===== src/scg_pkg.sv =====
/*
  shared constants for the system clock generator: register map, field
  positions, reset values, divider codes, timer lengths and state codes.
  assumes a one-clock design where mclk stands for the multiplied clock.
*/
package scg_pkg;
  localparam int REG_AW = 4;
  localparam int REG_DW = 8;
  localparam logic [3:0] OFS_CTRL0 = 4'h0;
  localparam logic [3:0] OFS_CTRL1 = 4'h4;
  localparam logic [3:0] OFS_CTRL2 = 4'h8;
  localparam logic [3:0] OFS_CTRL3 = 4'hc;
  // ctrl0: warm-up flag (read) / warm-up start (write), peripheral divide
  localparam int B_WARM = 0;
  localparam int B_PDIV = 4;
  // ctrl1: gear, oscillator divide select, peripheral source select
  localparam int B_GEAR = 0;
  localparam int B_OSC_DIVIDE_SELECT = 4;
  localparam int B_PERIPH_SOURCE_SELECT = 5;
  // ctrl2: warm-up select and source, drive reduce, oscillator enables
  localparam int B_WSEL = 0;
  localparam int B_WSRC = 2;
  localparam int B_HWEAK = 4;
  localparam int B_LWEAK = 5;
  localparam int B_HEN = 6;
  localparam int B_LEN = 7;
  // ctrl3: clock output select, lock time select, lock flag (read)
  localparam int B_CKSEL = 0;
  localparam int B_LSEL = 4;
  localparam int B_LFLAG = 7;
  localparam logic [1:0] GEAR_RST = 2'h3;
  localparam logic [1:0] PDIV_BY4 = 2'h0;
  localparam logic [1:0] PDIV_BY2 = 2'h1;
  localparam logic [1:0] PDIV_RST = PDIV_BY4;
  localparam logic [1:0] WSEL_RST = 2'h3;
  localparam logic [1:0] LSEL_RST = 2'h3;
  localparam logic [1:0] SEL_DIV4 = 2'h2;
  localparam logic [1:0] SEL_DIV2 = 2'h1;
  localparam logic [1:0] SEL_DIV1 = 2'h0;
  localparam int PLL_MULT = 4;
  localparam int TMR_W = 17;
  localparam logic [16:0] CYC_SEL0 = 17'h00004;
  localparam logic [16:0] CYC_SEL1 = 17'h00100;
  localparam logic [16:0] CYC_SEL2 = 17'h04000;
  localparam logic [16:0] CYC_SEL3 = 17'h10000;
  typedef enum logic [1:0] {
    TMR_IDLE = 2'b01,
    TMR_RUN = 2'b10
  } scg_tmr_type;
endpackage : scg_pkg


===== src/scg_div_if.sv =====
/*
  carrier between the clock generator and its pulse dividers.
  assumes the user drives en_in and sel in the mclk domain.
*/
interface scg_div_if;
  logic en_in;
  logic [1:0] sel;
  logic en_out;
  modport div (input en_in, input sel, output en_out);
  modport user (output en_in, output sel, input en_out);
endinterface : scg_div_if


===== src/scg_pulse_div.sv =====
/*
  divides a one-cycle enable pulse by 1, 2, 4 or 8 (two to the sel).
  assumes en_in is a pulse train in the mclk domain.
*/
module scg_pulse_div #(
  parameter int CNT_W = 3
) (
  // clock and reset
  input wire logic mclk,
  input wire logic reset,
  // pulse in, pulse out
  scg_div_if.div d
);
  logic [CNT_W-1:0] cnt_r;
  logic [CNT_W-1:0] cnt_nxt;
  logic [CNT_W-1:0] mask;
  logic wrap;

  if (CNT_W < 3) begin : g_chk
    $error("scg_pulse_div needs CNT_W of at least 3");
  end

  always_comb begin
    mask = CNT_W'((32'h1 << d.sel) - 32'h1);
    wrap = (cnt_r & mask) == mask;
    cnt_nxt = cnt_r;
    if (d.en_in) begin
      cnt_nxt = wrap ? '0 : CNT_W'(cnt_r + 1'b1);
    end
  end

  always_ff @(posedge mclk) begin
    if (reset) begin
      cnt_r <= '0;
    end else begin
      cnt_r <= cnt_nxt;
    end
  end

  // combinational so that chained dividers stay aligned
  assign d.en_out = d.en_in & wrap;
endmodule : scg_pulse_div


===== src/scg_clock_gen.sv =====
/*
  system clock generator: core source, gear and peripheral clocks as one-cycle
  enables, a toggled clock output pin, shared warm-up / lock-up timer, register port.
  assumes mclk stands for the multiplied clock, so the oscillator runs at
  mclk / 4; low_osc_tick is one pulse per low-speed clock cycle.
*/
// Added by the designer: the plain strobed port and the placing of the registers.
module scg_clock_gen #(
  parameter logic [16:0] WARM_CYC2 = scg_pkg::CYC_SEL2,
  parameter logic [16:0] WARM_CYC3 = scg_pkg::CYC_SEL3
) (
  // clock and reset
  input wire logic mclk,
  input wire logic reset,
  // register port
  input wire logic [3:0] reg_addr,
  input wire logic [7:0] reg_wdata,
  input wire logic reg_wr,
  input wire logic reg_rd,
  output logic [7:0] reg_rdata,
  // pins and mode
  input wire logic pll_disable_strap_n,
  input wire logic low_osc_tick,
  input wire logic stop_mode,
  // oscillator control
  output logic high_osc_enable,
  output logic low_osc_enable,
  output logic high_osc_weak_drive,
  output logic low_osc_weak_drive,
  output logic pll_run,
  // clock enables and clock output
  output logic core_clk_en,
  output logic sys_clk_en,
  output logic periph_clk_en,
  output logic clock_output_pin
);
  if (WARM_CYC2 == 17'h0 || WARM_CYC3 == 17'h0) begin : g_chk
    $error("warm-up lengths must be non-zero");
  end

  scg_div_if half_if ();
  scg_div_if gear_if ();
  scg_div_if per_if ();

  // control registers
  logic [1:0] gear_r, gear_nxt, gear_act_r, gear_act_nxt;
  logic [1:0] pdiv_r, pdiv_nxt, wsel_r, wsel_nxt, lsel_r, lsel_nxt;
  logic osc_divide_select_r, osc_divide_select_nxt, periph_source_select_r, periph_source_select_nxt, wsrc_r, wsrc_nxt;
  logic hweak_r, hweak_nxt, lweak_r, lweak_nxt;
  logic hen_r, hen_nxt, len_r, len_nxt, cksel_r, cksel_nxt;
  logic [7:0] rdata_r, rdata_nxt;
  logic sw_start;
  // timer state
  scg_pkg::scg_tmr_type st_r, st_nxt;
  logic [16:0] cnt_r, cnt_nxt, cnt_inc, warm_len, lock_len;
  logic warm_r, warm_nxt, lock_r, lock_nxt;
  logic pll_used_r, pll_used_nxt, cap_done_r, cap_done_nxt;
  logic start, tick, done;
  // clock path
  logic [1:0] osc_ph_r, osc_ph_nxt;
  logic osc_en, fc_en, lo_en;
  logic core_r, core_nxt, sys_r, sys_nxt, per_r, per_nxt;
  logic ck_r, ck_nxt, pll_run_r, pll_run_nxt;

  function automatic logic [16:0] sel_len(input logic [1:0] s);
    case (s)
      2'h0: sel_len = scg_pkg::CYC_SEL0;
      2'h1: sel_len = scg_pkg::CYC_SEL1;
      2'h2: sel_len = WARM_CYC2;
      default: sel_len = WARM_CYC3;
    endcase
  endfunction : sel_len

  // register file
  always_comb begin
    gear_nxt = gear_r;
    pdiv_nxt = pdiv_r;
    wsel_nxt = wsel_r;
    lsel_nxt = lsel_r;
    osc_divide_select_nxt = osc_divide_select_r;
    periph_source_select_nxt = periph_source_select_r;
    wsrc_nxt = wsrc_r;
    hweak_nxt = hweak_r;
    lweak_nxt = lweak_r;
    hen_nxt = hen_r;
    len_nxt = len_r;
    cksel_nxt = cksel_r;
    sw_start = 1'b0;
    rdata_nxt = 8'h00;
    if (reg_wr) begin
      case (reg_addr)
        scg_pkg::OFS_CTRL0: begin
          sw_start = reg_wdata[scg_pkg::B_WARM];
          pdiv_nxt = reg_wdata[scg_pkg::B_PDIV +: 2];
        end
        scg_pkg::OFS_CTRL1: begin
          gear_nxt = reg_wdata[scg_pkg::B_GEAR +: 2];
          osc_divide_select_nxt = reg_wdata[scg_pkg::B_OSC_DIVIDE_SELECT];
          periph_source_select_nxt = reg_wdata[scg_pkg::B_PERIPH_SOURCE_SELECT];
        end
        scg_pkg::OFS_CTRL2: begin
          wsel_nxt = reg_wdata[scg_pkg::B_WSEL +: 2];
          wsrc_nxt = reg_wdata[scg_pkg::B_WSRC];
          hweak_nxt = reg_wdata[scg_pkg::B_HWEAK];
          lweak_nxt = reg_wdata[scg_pkg::B_LWEAK];
          hen_nxt = reg_wdata[scg_pkg::B_HEN];
          len_nxt = reg_wdata[scg_pkg::B_LEN];
        end
        scg_pkg::OFS_CTRL3: begin
          cksel_nxt = reg_wdata[scg_pkg::B_CKSEL];
          lsel_nxt = reg_wdata[scg_pkg::B_LSEL +: 2];
        end
        default: begin
        end
      endcase
    end
    if (reg_rd) begin
      case (reg_addr)
        scg_pkg::OFS_CTRL0: begin
          rdata_nxt[scg_pkg::B_WARM] = warm_r;
          rdata_nxt[scg_pkg::B_PDIV +: 2] = pdiv_r;
        end
        scg_pkg::OFS_CTRL1: begin
          rdata_nxt[scg_pkg::B_GEAR +: 2] = gear_r;
          rdata_nxt[scg_pkg::B_OSC_DIVIDE_SELECT] = osc_divide_select_r;
          rdata_nxt[scg_pkg::B_PERIPH_SOURCE_SELECT] = periph_source_select_r;
        end
        scg_pkg::OFS_CTRL2: begin
          rdata_nxt[scg_pkg::B_WSEL +: 2] = wsel_r;
          rdata_nxt[scg_pkg::B_WSRC] = wsrc_r;
          rdata_nxt[scg_pkg::B_HWEAK] = hweak_r;
          rdata_nxt[scg_pkg::B_LWEAK] = lweak_r;
          rdata_nxt[scg_pkg::B_HEN] = hen_r;
          rdata_nxt[scg_pkg::B_LEN] = len_r;
        end
        scg_pkg::OFS_CTRL3: begin
          rdata_nxt[scg_pkg::B_CKSEL] = cksel_r;
          rdata_nxt[scg_pkg::B_LSEL +: 2] = lsel_r;
          // undefined without the pll; reads 0 then
          rdata_nxt[scg_pkg::B_LFLAG] = lock_r & pll_used_r;
        end
        default: begin
        end
      endcase
    end
  end

  always_ff @(posedge mclk) begin
    if (reset) begin
      gear_r <= scg_pkg::GEAR_RST;
      hen_r <= 1'b1;
      len_r <= 1'b0;
      osc_divide_select_r <= 1'b0;
      hweak_r <= 1'b0;
      lweak_r <= 1'b0;
      pdiv_r <= scg_pkg::PDIV_RST;
      periph_source_select_r <= 1'b0;
      lsel_r <= scg_pkg::LSEL_RST;
      wsel_r <= scg_pkg::WSEL_RST;
      wsrc_r <= 1'b0;
      cksel_r <= 1'b0;
      rdata_r <= 8'h00;
    end else begin
      gear_r <= gear_nxt;
      hen_r <= hen_nxt;
      len_r <= len_nxt;
      osc_divide_select_r <= osc_divide_select_nxt;
      hweak_r <= hweak_nxt;
      lweak_r <= lweak_nxt;
      pdiv_r <= pdiv_nxt;
      periph_source_select_r <= periph_source_select_nxt;
      lsel_r <= lsel_nxt;
      wsel_r <= wsel_nxt;
      wsrc_r <= wsrc_nxt;
      cksel_r <= cksel_nxt;
      rdata_r <= rdata_nxt;
    end
  end

  // shared warm-up / lock-up timer; strap caught one edge after release
  always_comb begin
    cap_done_nxt = 1'b1;
    pll_used_nxt = cap_done_r ? pll_used_r : pll_disable_strap_n;
    lo_en = len_r & low_osc_tick;
    osc_en = hen_r & (osc_ph_r == 2'(scg_pkg::PLL_MULT - 1));
    tick = wsrc_r ? lo_en : osc_en;
    start = sw_start | ~cap_done_r;
    warm_len = sel_len(wsel_r);
    lock_len = sel_len(lsel_r);
    cnt_inc = 17'(cnt_r + 1'b1);
    st_nxt = st_r;
    cnt_nxt = cnt_r;
    warm_nxt = warm_r;
    lock_nxt = lock_r;
    done = 1'b0;
    case (st_r)
      scg_pkg::TMR_IDLE: begin
      end
      scg_pkg::TMR_RUN: begin
        if (tick) begin
          cnt_nxt = cnt_inc;
          if (cnt_inc >= warm_len) warm_nxt = 1'b0;
          if (cnt_inc >= lock_len) lock_nxt = 1'b0;
          done = ~warm_nxt & ~lock_nxt;
          if (done) st_nxt = scg_pkg::TMR_IDLE;
        end
      end
      default: st_nxt = scg_pkg::TMR_IDLE;
    endcase
    // a start beside completion restarts: the set wins
    if (start && (st_r != scg_pkg::TMR_RUN || done)) begin
      st_nxt = scg_pkg::TMR_RUN;
      cnt_nxt = 17'h0;
      warm_nxt = 1'b1;
      lock_nxt = pll_used_nxt;
    end
  end

  always_ff @(posedge mclk) begin
    if (reset) begin
      st_r <= scg_pkg::TMR_IDLE;
      cnt_r <= 17'h0;
      warm_r <= 1'b0;
      lock_r <= 1'b1;
      pll_used_r <= 1'b0;
      cap_done_r <= 1'b0;
    end else begin
      st_r <= st_nxt;
      cnt_r <= cnt_nxt;
      warm_r <= warm_nxt;
      lock_r <= lock_nxt;
      pll_used_r <= pll_used_nxt;
      cap_done_r <= cap_done_nxt;
    end
  end

  // clock path; mclk stands for the x4 pll output
  assign half_if.en_in = osc_en;
  assign half_if.sel = scg_pkg::SEL_DIV2;
  assign fc_en = pll_used_r ? hen_r
               : (osc_divide_select_r ? osc_en : half_if.en_out);
  assign gear_if.en_in = fc_en;
  assign gear_if.sel = gear_act_r;
  assign per_if.en_in = periph_source_select_r ? fc_en : gear_if.en_out;
  assign per_if.sel = (pdiv_r == scg_pkg::PDIV_BY4) ? scg_pkg::SEL_DIV4
                    : (pdiv_r == scg_pkg::PDIV_BY2) ? scg_pkg::SEL_DIV2
                    : scg_pkg::SEL_DIV1;

  scg_pulse_div u_half (.mclk(mclk), .reset(reset), .d(half_if.div));
  scg_pulse_div u_gear (.mclk(mclk), .reset(reset), .d(gear_if.div));
  scg_pulse_div u_per (.mclk(mclk), .reset(reset), .d(per_if.div));

  always_comb begin
    osc_ph_nxt = 2'(osc_ph_r + 1'b1);
    // new gear waits for the running period to end
    gear_act_nxt = gear_if.en_out ? gear_r : gear_act_r;
    core_nxt = fc_en;
    sys_nxt = gear_if.en_out;
    per_nxt = per_if.en_out;
    pll_run_nxt = pll_used_r & hen_r;
    ck_nxt = ck_r;
    // pin toggles, so it shows half the selected rate
    if (!stop_mode && (cksel_r ? gear_if.en_out : lo_en)) begin
      ck_nxt = ~ck_r;
    end
  end

  always_ff @(posedge mclk) begin
    if (reset) begin
      osc_ph_r <= 2'h0;
      gear_act_r <= scg_pkg::GEAR_RST;
      core_r <= 1'b0;
      sys_r <= 1'b0;
      per_r <= 1'b0;
      pll_run_r <= 1'b0;
      ck_r <= 1'b0;
    end else begin
      osc_ph_r <= osc_ph_nxt;
      gear_act_r <= gear_act_nxt;
      core_r <= core_nxt;
      sys_r <= sys_nxt;
      per_r <= per_nxt;
      pll_run_r <= pll_run_nxt;
      ck_r <= ck_nxt;
    end
  end

  assign reg_rdata = rdata_r;
  assign high_osc_enable = hen_r;
  assign low_osc_enable = len_r;
  assign high_osc_weak_drive = hweak_r;
  assign low_osc_weak_drive = lweak_r;
  assign pll_run = pll_run_r;
  assign core_clk_en = core_r;
  assign sys_clk_en = sys_r;
  assign periph_clk_en = per_r;
  assign clock_output_pin = ck_r;
endmodule : scg_clock_gen


===== config.mk =====
export PLATFORM = sky130hd
export DESIGN_NAME = scg_clock_gen
export DESIGN_NICKNAME = d
export VERILOG_FILES = /design/src/scg_pkg.sv /design/src/scg_div_if.sv /design/src/scg_pulse_div.sv /design/src/scg_clock_gen.sv
export SDC_FILE = /design/constraint.sdc
export NUM_CORES = 1
export LEC_CHECK = 0
export BUFFER_PORTS_ARGS = -buffer_cell sky130_fd_sc_hd__buf_2
export CAP_MARGIN = 20
export CORE_ASPECT_RATIO = 0.75
export CORE_MARGIN = 2
export CORE_UTILIZATION = 33
export CTS_CLUSTER_DIAMETER = 40
export DETAILED_ROUTE_END_ITERATION = 8
export HOLD_SLACK_MARGIN = 0.03
export PLACE_DENSITY = 0.54
export SETUP_SLACK_MARGIN = 0.05
export SYNTH_ARGS = -nofsm -noshare
export SYNTH_HDL_FRONTEND = slang
export SYNTH_HIERARCHICAL = 1
export SYNTH_SLANG_ARGS = --single-unit

===== constraint.sdc =====
create_clock -name mclk -period 4.6 [get_ports mclk]
set_input_delay 0.23 -clock mclk [delete_from_list [all_inputs] [get_ports mclk]]
set_output_delay 0.23 -clock mclk [all_outputs]
set_load 0.05 [all_outputs]

## After elaboration in Yosys (flattened, before gate mapping)

Cells that the tools add are included.

| word-level totals | value |
|---|---|
| register bits after elaboration | 65 |
| bits in latches | 0 |
| RAM bits | 0 |
| bits in read-only memories | 0 |
| input port bits | 19 |
| memories | 0 |

| operators by class | value |
|---|---|
| $add $sub $neg | 7 |
| $mul | 0 |
| divide/modulo/power cells | 0 |
| $lt $le $gt $ge | 2 |
| eq/ne operators | 17 |
| shift-type cells | 2 |
| muxes and demuxes | 38 |
| bitwise logic cells | 17 |
| reduce and logical (&&, ||, !) cells | 20 |

Operators with widths:

| cell | count |
|---|---|
| $pmux 17 s3 | 2 |
| $ge 17x17->1 | 2 |
| $mux 1 | 24 |
| $add 17x1->17 const B | 1 |
| $reduce_and 2->1 | 6 |
| $add 3x1->3 const B | 3 |
| $mux 3 | 3 |
| $and 1x1->1 | 8 |
| $eq 2x1->1 const B | 4 |
| $eq 2x2->1 const B | 4 |
| $eq 4x4->1 const B | 2 |
| $mux 2 | 4 |
| $pmux 2 s4 | 1 |
| $and 3x3->3 | 2 |
| $eq 3x3->1 | 2 |
| $logic_not 2->1 | 3 |
| $ne 3x3->1 const B | 2 |
| $not 1->1 | 6 |
| $shl 1x2->3 const A | 2 |
| $sub 3x1->3 const B | 2 |
| $eq 4x3->1 const B | 1 |
| $logic_not 4->1 | 1 |
| $ne 2x2->1 const B | 2 |
| $pmux 1 s2 | 2 |
| other kinds (11) | 14 |

## Logic depth before layout (Yosys ltp)

| depth | value |
|---|---|
| depth in word-level cells | 14 |
| depth in mapped cells | 14 |

## Cells and area by module

Netlist, hierarchy kept.

By module, submodules not included:

| module | instances | cells each | area an instance (µm²) | seq. area each (µm²) |
|---|---|---|---|---|
| scg_clock_gen | 1 | 326 | 2,920.3 | 1,101.1 |
| scg_pulse_div | 3 | 22 | 203.9 | 60.1 |

## Least setup slack after synthesis

OpenSTA, ideal clock, no wires.

| path | value |
|---|---|
| path type | register -> register |
| start | reg cnt_r[0] (netlist name) |
| end | reg cnt_r[0] (netlist name) |
| setup time | 0.115 ns |
| arrival | 2.875 ns |
| required time | 4.485 ns |
| slack | 1.610 ns |
| cell stages (with the launch flop) | 13 |
| path buffers | 1 |
| clock period less this slack | 2.990 ns |
| path through | dfxtp_1 > ha_1 > nand3_2 > nor2_1 > xor2_1 > ha_1 > nand2_1 > or4b_1 > nand4_4 > a2111oi_4 > a311oi_4 > buf_6 > nor2_2 |

==> results.md <==
- Drc violations: 0
- Number of warnings issued by yosys: 6
- Placement Setup Slack: 1270 ps
- Least setup slack across all paths after layout: 1250 ps
- WL met2: 3.15 mm
- Placed cells: 552
- RSZ-0062 raised after global routing: no
- Period minus WS final: 3350 ps
- Final sum of negative setup slack: 0 ps
- Most area-consuming cells after synthesis: dfxtp_1 (36%), mux2i_1 (5.7%), ha_1 (4.3%)
- Count of clock tree sinks: 64
- Synthesized flop and latch total: 64
- Type of the worst setup path: reg -> reg
- Max-capacitance violation count: 0
- Part of the total power dissipated in sequential elements: 0.424
- Startpoint of the worst setup timing path: cnt_r[0]
- Register Area: 1280 um^2
- Number of fill cells in the layout: 1047
- Summed instance area of the synthesized netlist: 3530 um^2
- CTS Root Buffer Type: clkbuf_16
- Most common cell in the netlist: dfxtp_1
- Placed Area: 3820 um^2
- Vias: 2819
- Normalized max-slew margin: 0.322
- Mux cell area share after synthesis: 0.0631
- Total I/O pin count: 36
- Clock latency at the later pin of the worst-skew pair: 330 ps
- Switching pwr: 308 uW
- Arrival time worst endpoint: 3610 ps
- Number of global-route vias before repair: 2699
- Post-CTS repair timing setup buffer count: 0
- Synthesized netlist cell count: 392
- Sequential element share of the synthesized area: 0.363
- Launching element type of the critical path: register
- Final layout net count: 458
- Cell Rows: 32
- Maximum operating frequency: 0.298 GHz
- Dominant cell type by area after synthesis: dfxtp_1
- Post-Synth Simple-Gate Area: 0.288
- Total of endpoints with negative setup slack in the final report: 0
- Fraction of post-synthesis cell area in the top cell type by area: 0.363
- Worst hold path class: in -> reg
- Crit path max-delay cell type: dfxtp_1
- Number of nets with antenna violations after routing: 0
- Hold Slack: 115 ps
- Num CTS Buffers: 9
- Vertical die dimension: 93.6 um
- Post-route insts no fill: 568
- Share of post-route cells with drive strength above 1: 0.188
- Met3 Routed Length: 322 um
- Design area: 4120 um^2
- Final wirelength: 7.93 mm
- Transition time of the tightest slew-check pin: 1010 ps
- Slack of the worst reg-to-reg path: 1250 ps
- Global route total overflow: 0
- Initial DRT Pass Iterations: 4
- Required @ worst endpoint: 4860 ps
- Largest family of logic cells by synthesized area: simple AND/OR/NAND/NOR gates
- Top flip-flop cell by instance count after synthesis: dfxtp_1
- Post-synthesis adder-cell area fraction: 0.0485
- Ant. Diodes: 0
- Initial Utilization: 0.341
- H-tree levels: 3
- Ratio of total power to cell area: 328 nW/um^2
- Synth top cells by count: dfxtp_1 (64), nor2_1 (37), nand2_1 (36)
- Post-cts hold buffer count: 0
- Combined global-route utilization of all metal layers: 0.149
- Min-Delay Startpoint: reg_wdata[6]
- Proportion of register bits with asynchronous set or reset after synthesis: 0
- Cell leakage power: 0.00161 uW
- TritonCTS clock tree: yes
- Resized Gates After CTS: 0
- Final slew viol count: 0
- Proportion of power drawn by the clock network: 0.513
- Number of buffers inserted by port buffering: 33
- Sw frac: 0.228
- Post-route fraction of the period consumed by the critical path: 0.729
- Area added between synthesis and finish: 16.6%
- Maximum number of pins on one net before global-route repair: 39
- Topmost layer with routed signal wires: met4
- Cells traversed along the worst timing path: ha_1 > inv_1 > nor3_1 > nand3_1 > xnor2_1 > ha_1 > o21a_1 > o31a_1 > a41oi_2 > a311oi_4 > buf_4 > a211oi_2
- Count of flip-flops with a built-in enable after synthesis: 0
- Setup crit end kind: register
- Largest stage delay on the critical path: 510 ps
- Average instance area after synthesis: 9.01 um^2
- Cell Int Power: 1040 uW
- Sum of net half-perimeters after detailed placement: 5.66 mm
- Number of distinct library cells after synthesis: 68
- Max VDD drop: 0.152 mV
- Worst path bufs/invs: 2
- Worst-case clock skew: 6.26 ps
- Worst path top cell family by delay: compound AO/OA/AOI/OAI gates
- Number of vias per cell after detailed routing: 4.96
- Combinational fraction of design power: 0.063
- Reg-to-reg critical path startpoint: cnt_r[0]
- Clock Path Buffers: 2
- Hold violation total from the final report: 0
- Most frequent cell on the critical path: ha_1
- Parity-gate share of the synthesized area counting xor and xnor cells: 0.0595
- Top fanout value on the critical path: 17
- Area of the multi-input gates: 2160 um^2
- 1st-iter DRT viols: 108
- Routability-driven placement congestion ratio: 0.805
- Fraction of the mapped netlist area in compound gates: 0.146
- Die boundary width: 123 um
- Clock slew at reported path FFs: 60 ps
- Status: finished, final reports clean
- Per-cell routed wire length: 14.0 um
- Core Box Area: 10400 um^2
- Die Outline Area: 11600 um^2
- Number of antenna violations at the first check in global routing: 0
- Met1 Routed Length: 4.33 mm
- First-pass GRT wire length: 13.3 mm
-- metrics by stage --
step	total power, uW	utilization
floorplan	643	-
global placement	670	0.368
detailed placement	670	0.368
CTS	1370	0.397
global route	1400	0.397
finish	1350	0.397
-- flip-flops by register name, summed over array words and instances (netlist names), 2 cells and up --
| name | flops |
|---|---|
| reg_rdata | 7 |
| st_r | 2 |
| osc_ph_r | 2 |
| pdiv_r | 2 |
| gear_r | 2 |
| lsel_r | 2 |
| u_gear/cnt_r | 3 |
| wsel_r | 2 |
| cnt_r | 17 |
| u_half/cnt_r | 3 |
| gear_act_r | 2 |
| u_per/cnt_r | 3 |
-- routing by layer --
layer  vias to the layer above  track usage
met3                        12       0.0421
met5                         -            0
met4                         0       0.0559
met2                        43        0.203
li1                       1466            -
met1                      1298        0.218
-- cells by family (layout without fill, tap and decap cells) --
kind of cell	count (synthesis)	count (layout)
and+or+nand+nor	181	181
AOI/OAI and AO/OA	64	64
DFF	64	64
xor gates and xnor gates	24	24
buffers and inverters	22	59
muxes	21	21
adders and majority gates	14	14
other	2	5
-- area by class of cell --
| cell class | instances | area share |
|---|---|---|
| inverters | 8 | 0.00729 |
| clock inverters | 3 | 0.00972 |
| well taps | 136 | 0.0413 |
| repair buffers | 35 | 0.0437 |
| multi-input cells | 309 | 0.524 |
| clock buffers | 13 | 0.0632 |
| flip-flops and latches | 64 | 0.311 |
-- worst min-delay path: stages --
cell and delay [ps]:
buf_2 80, mux2i_1 50, nand2_1 60
-- power by group through the flow --
stage / Clock (uW) / Combinational, uW / Sequential [uW]
floorplan: 0 / 54.2 / 589
global placement: 0 / 85.3 / 584
detailed placement: 0 / 85.8 / 584
CTS: 710 / 86.1 / 573
global route: 733 / 95.8 / 574
finish: 693 / 85.7 / 573
-- path summary, 6_finish.rpt --
| check | endpoint | depth (start not counted) |
|---|---|---|
| worst max-delay path | cnt_r[13] | 12 |
| worst min-delay path | high_osc_enable | 3 |
| worst max register to register | cnt_r[13] | 12 |
| worst min register to register | osc_ph_r[0] | 1 |
-- layout by cell type, fill, tap and decap left out, types with 5 or more instances in the layout --
master / Yosys / final
nand2_1: 36 / 36
buf_2: 2 / 33
ha_1: 12 / 12
nor2_2: 10 / 10
mux2i_1: 20 / 20
and2_1: 10 / 10
o21ai_0: 7 / 7
nand2b_1: 18 / 18
nor2_1: 37 / 37
dfxtp_1: 64 / 64
xnor2_1: 12 / 12
nand3_1: 12 / 12
xor2_1: 12 / 12
nor3_1: 7 / 7
conb_1: 2 / 5
clkbuf_16: 0 / 9
inv_1: 8 / 8
nor2b_1: 9 / 9
nand4_1: 6 / 6
o2111ai_1: 6 / 6
a21oi_1: 16 / 16
Note: power is estimated with default switching activity, not from simulation.
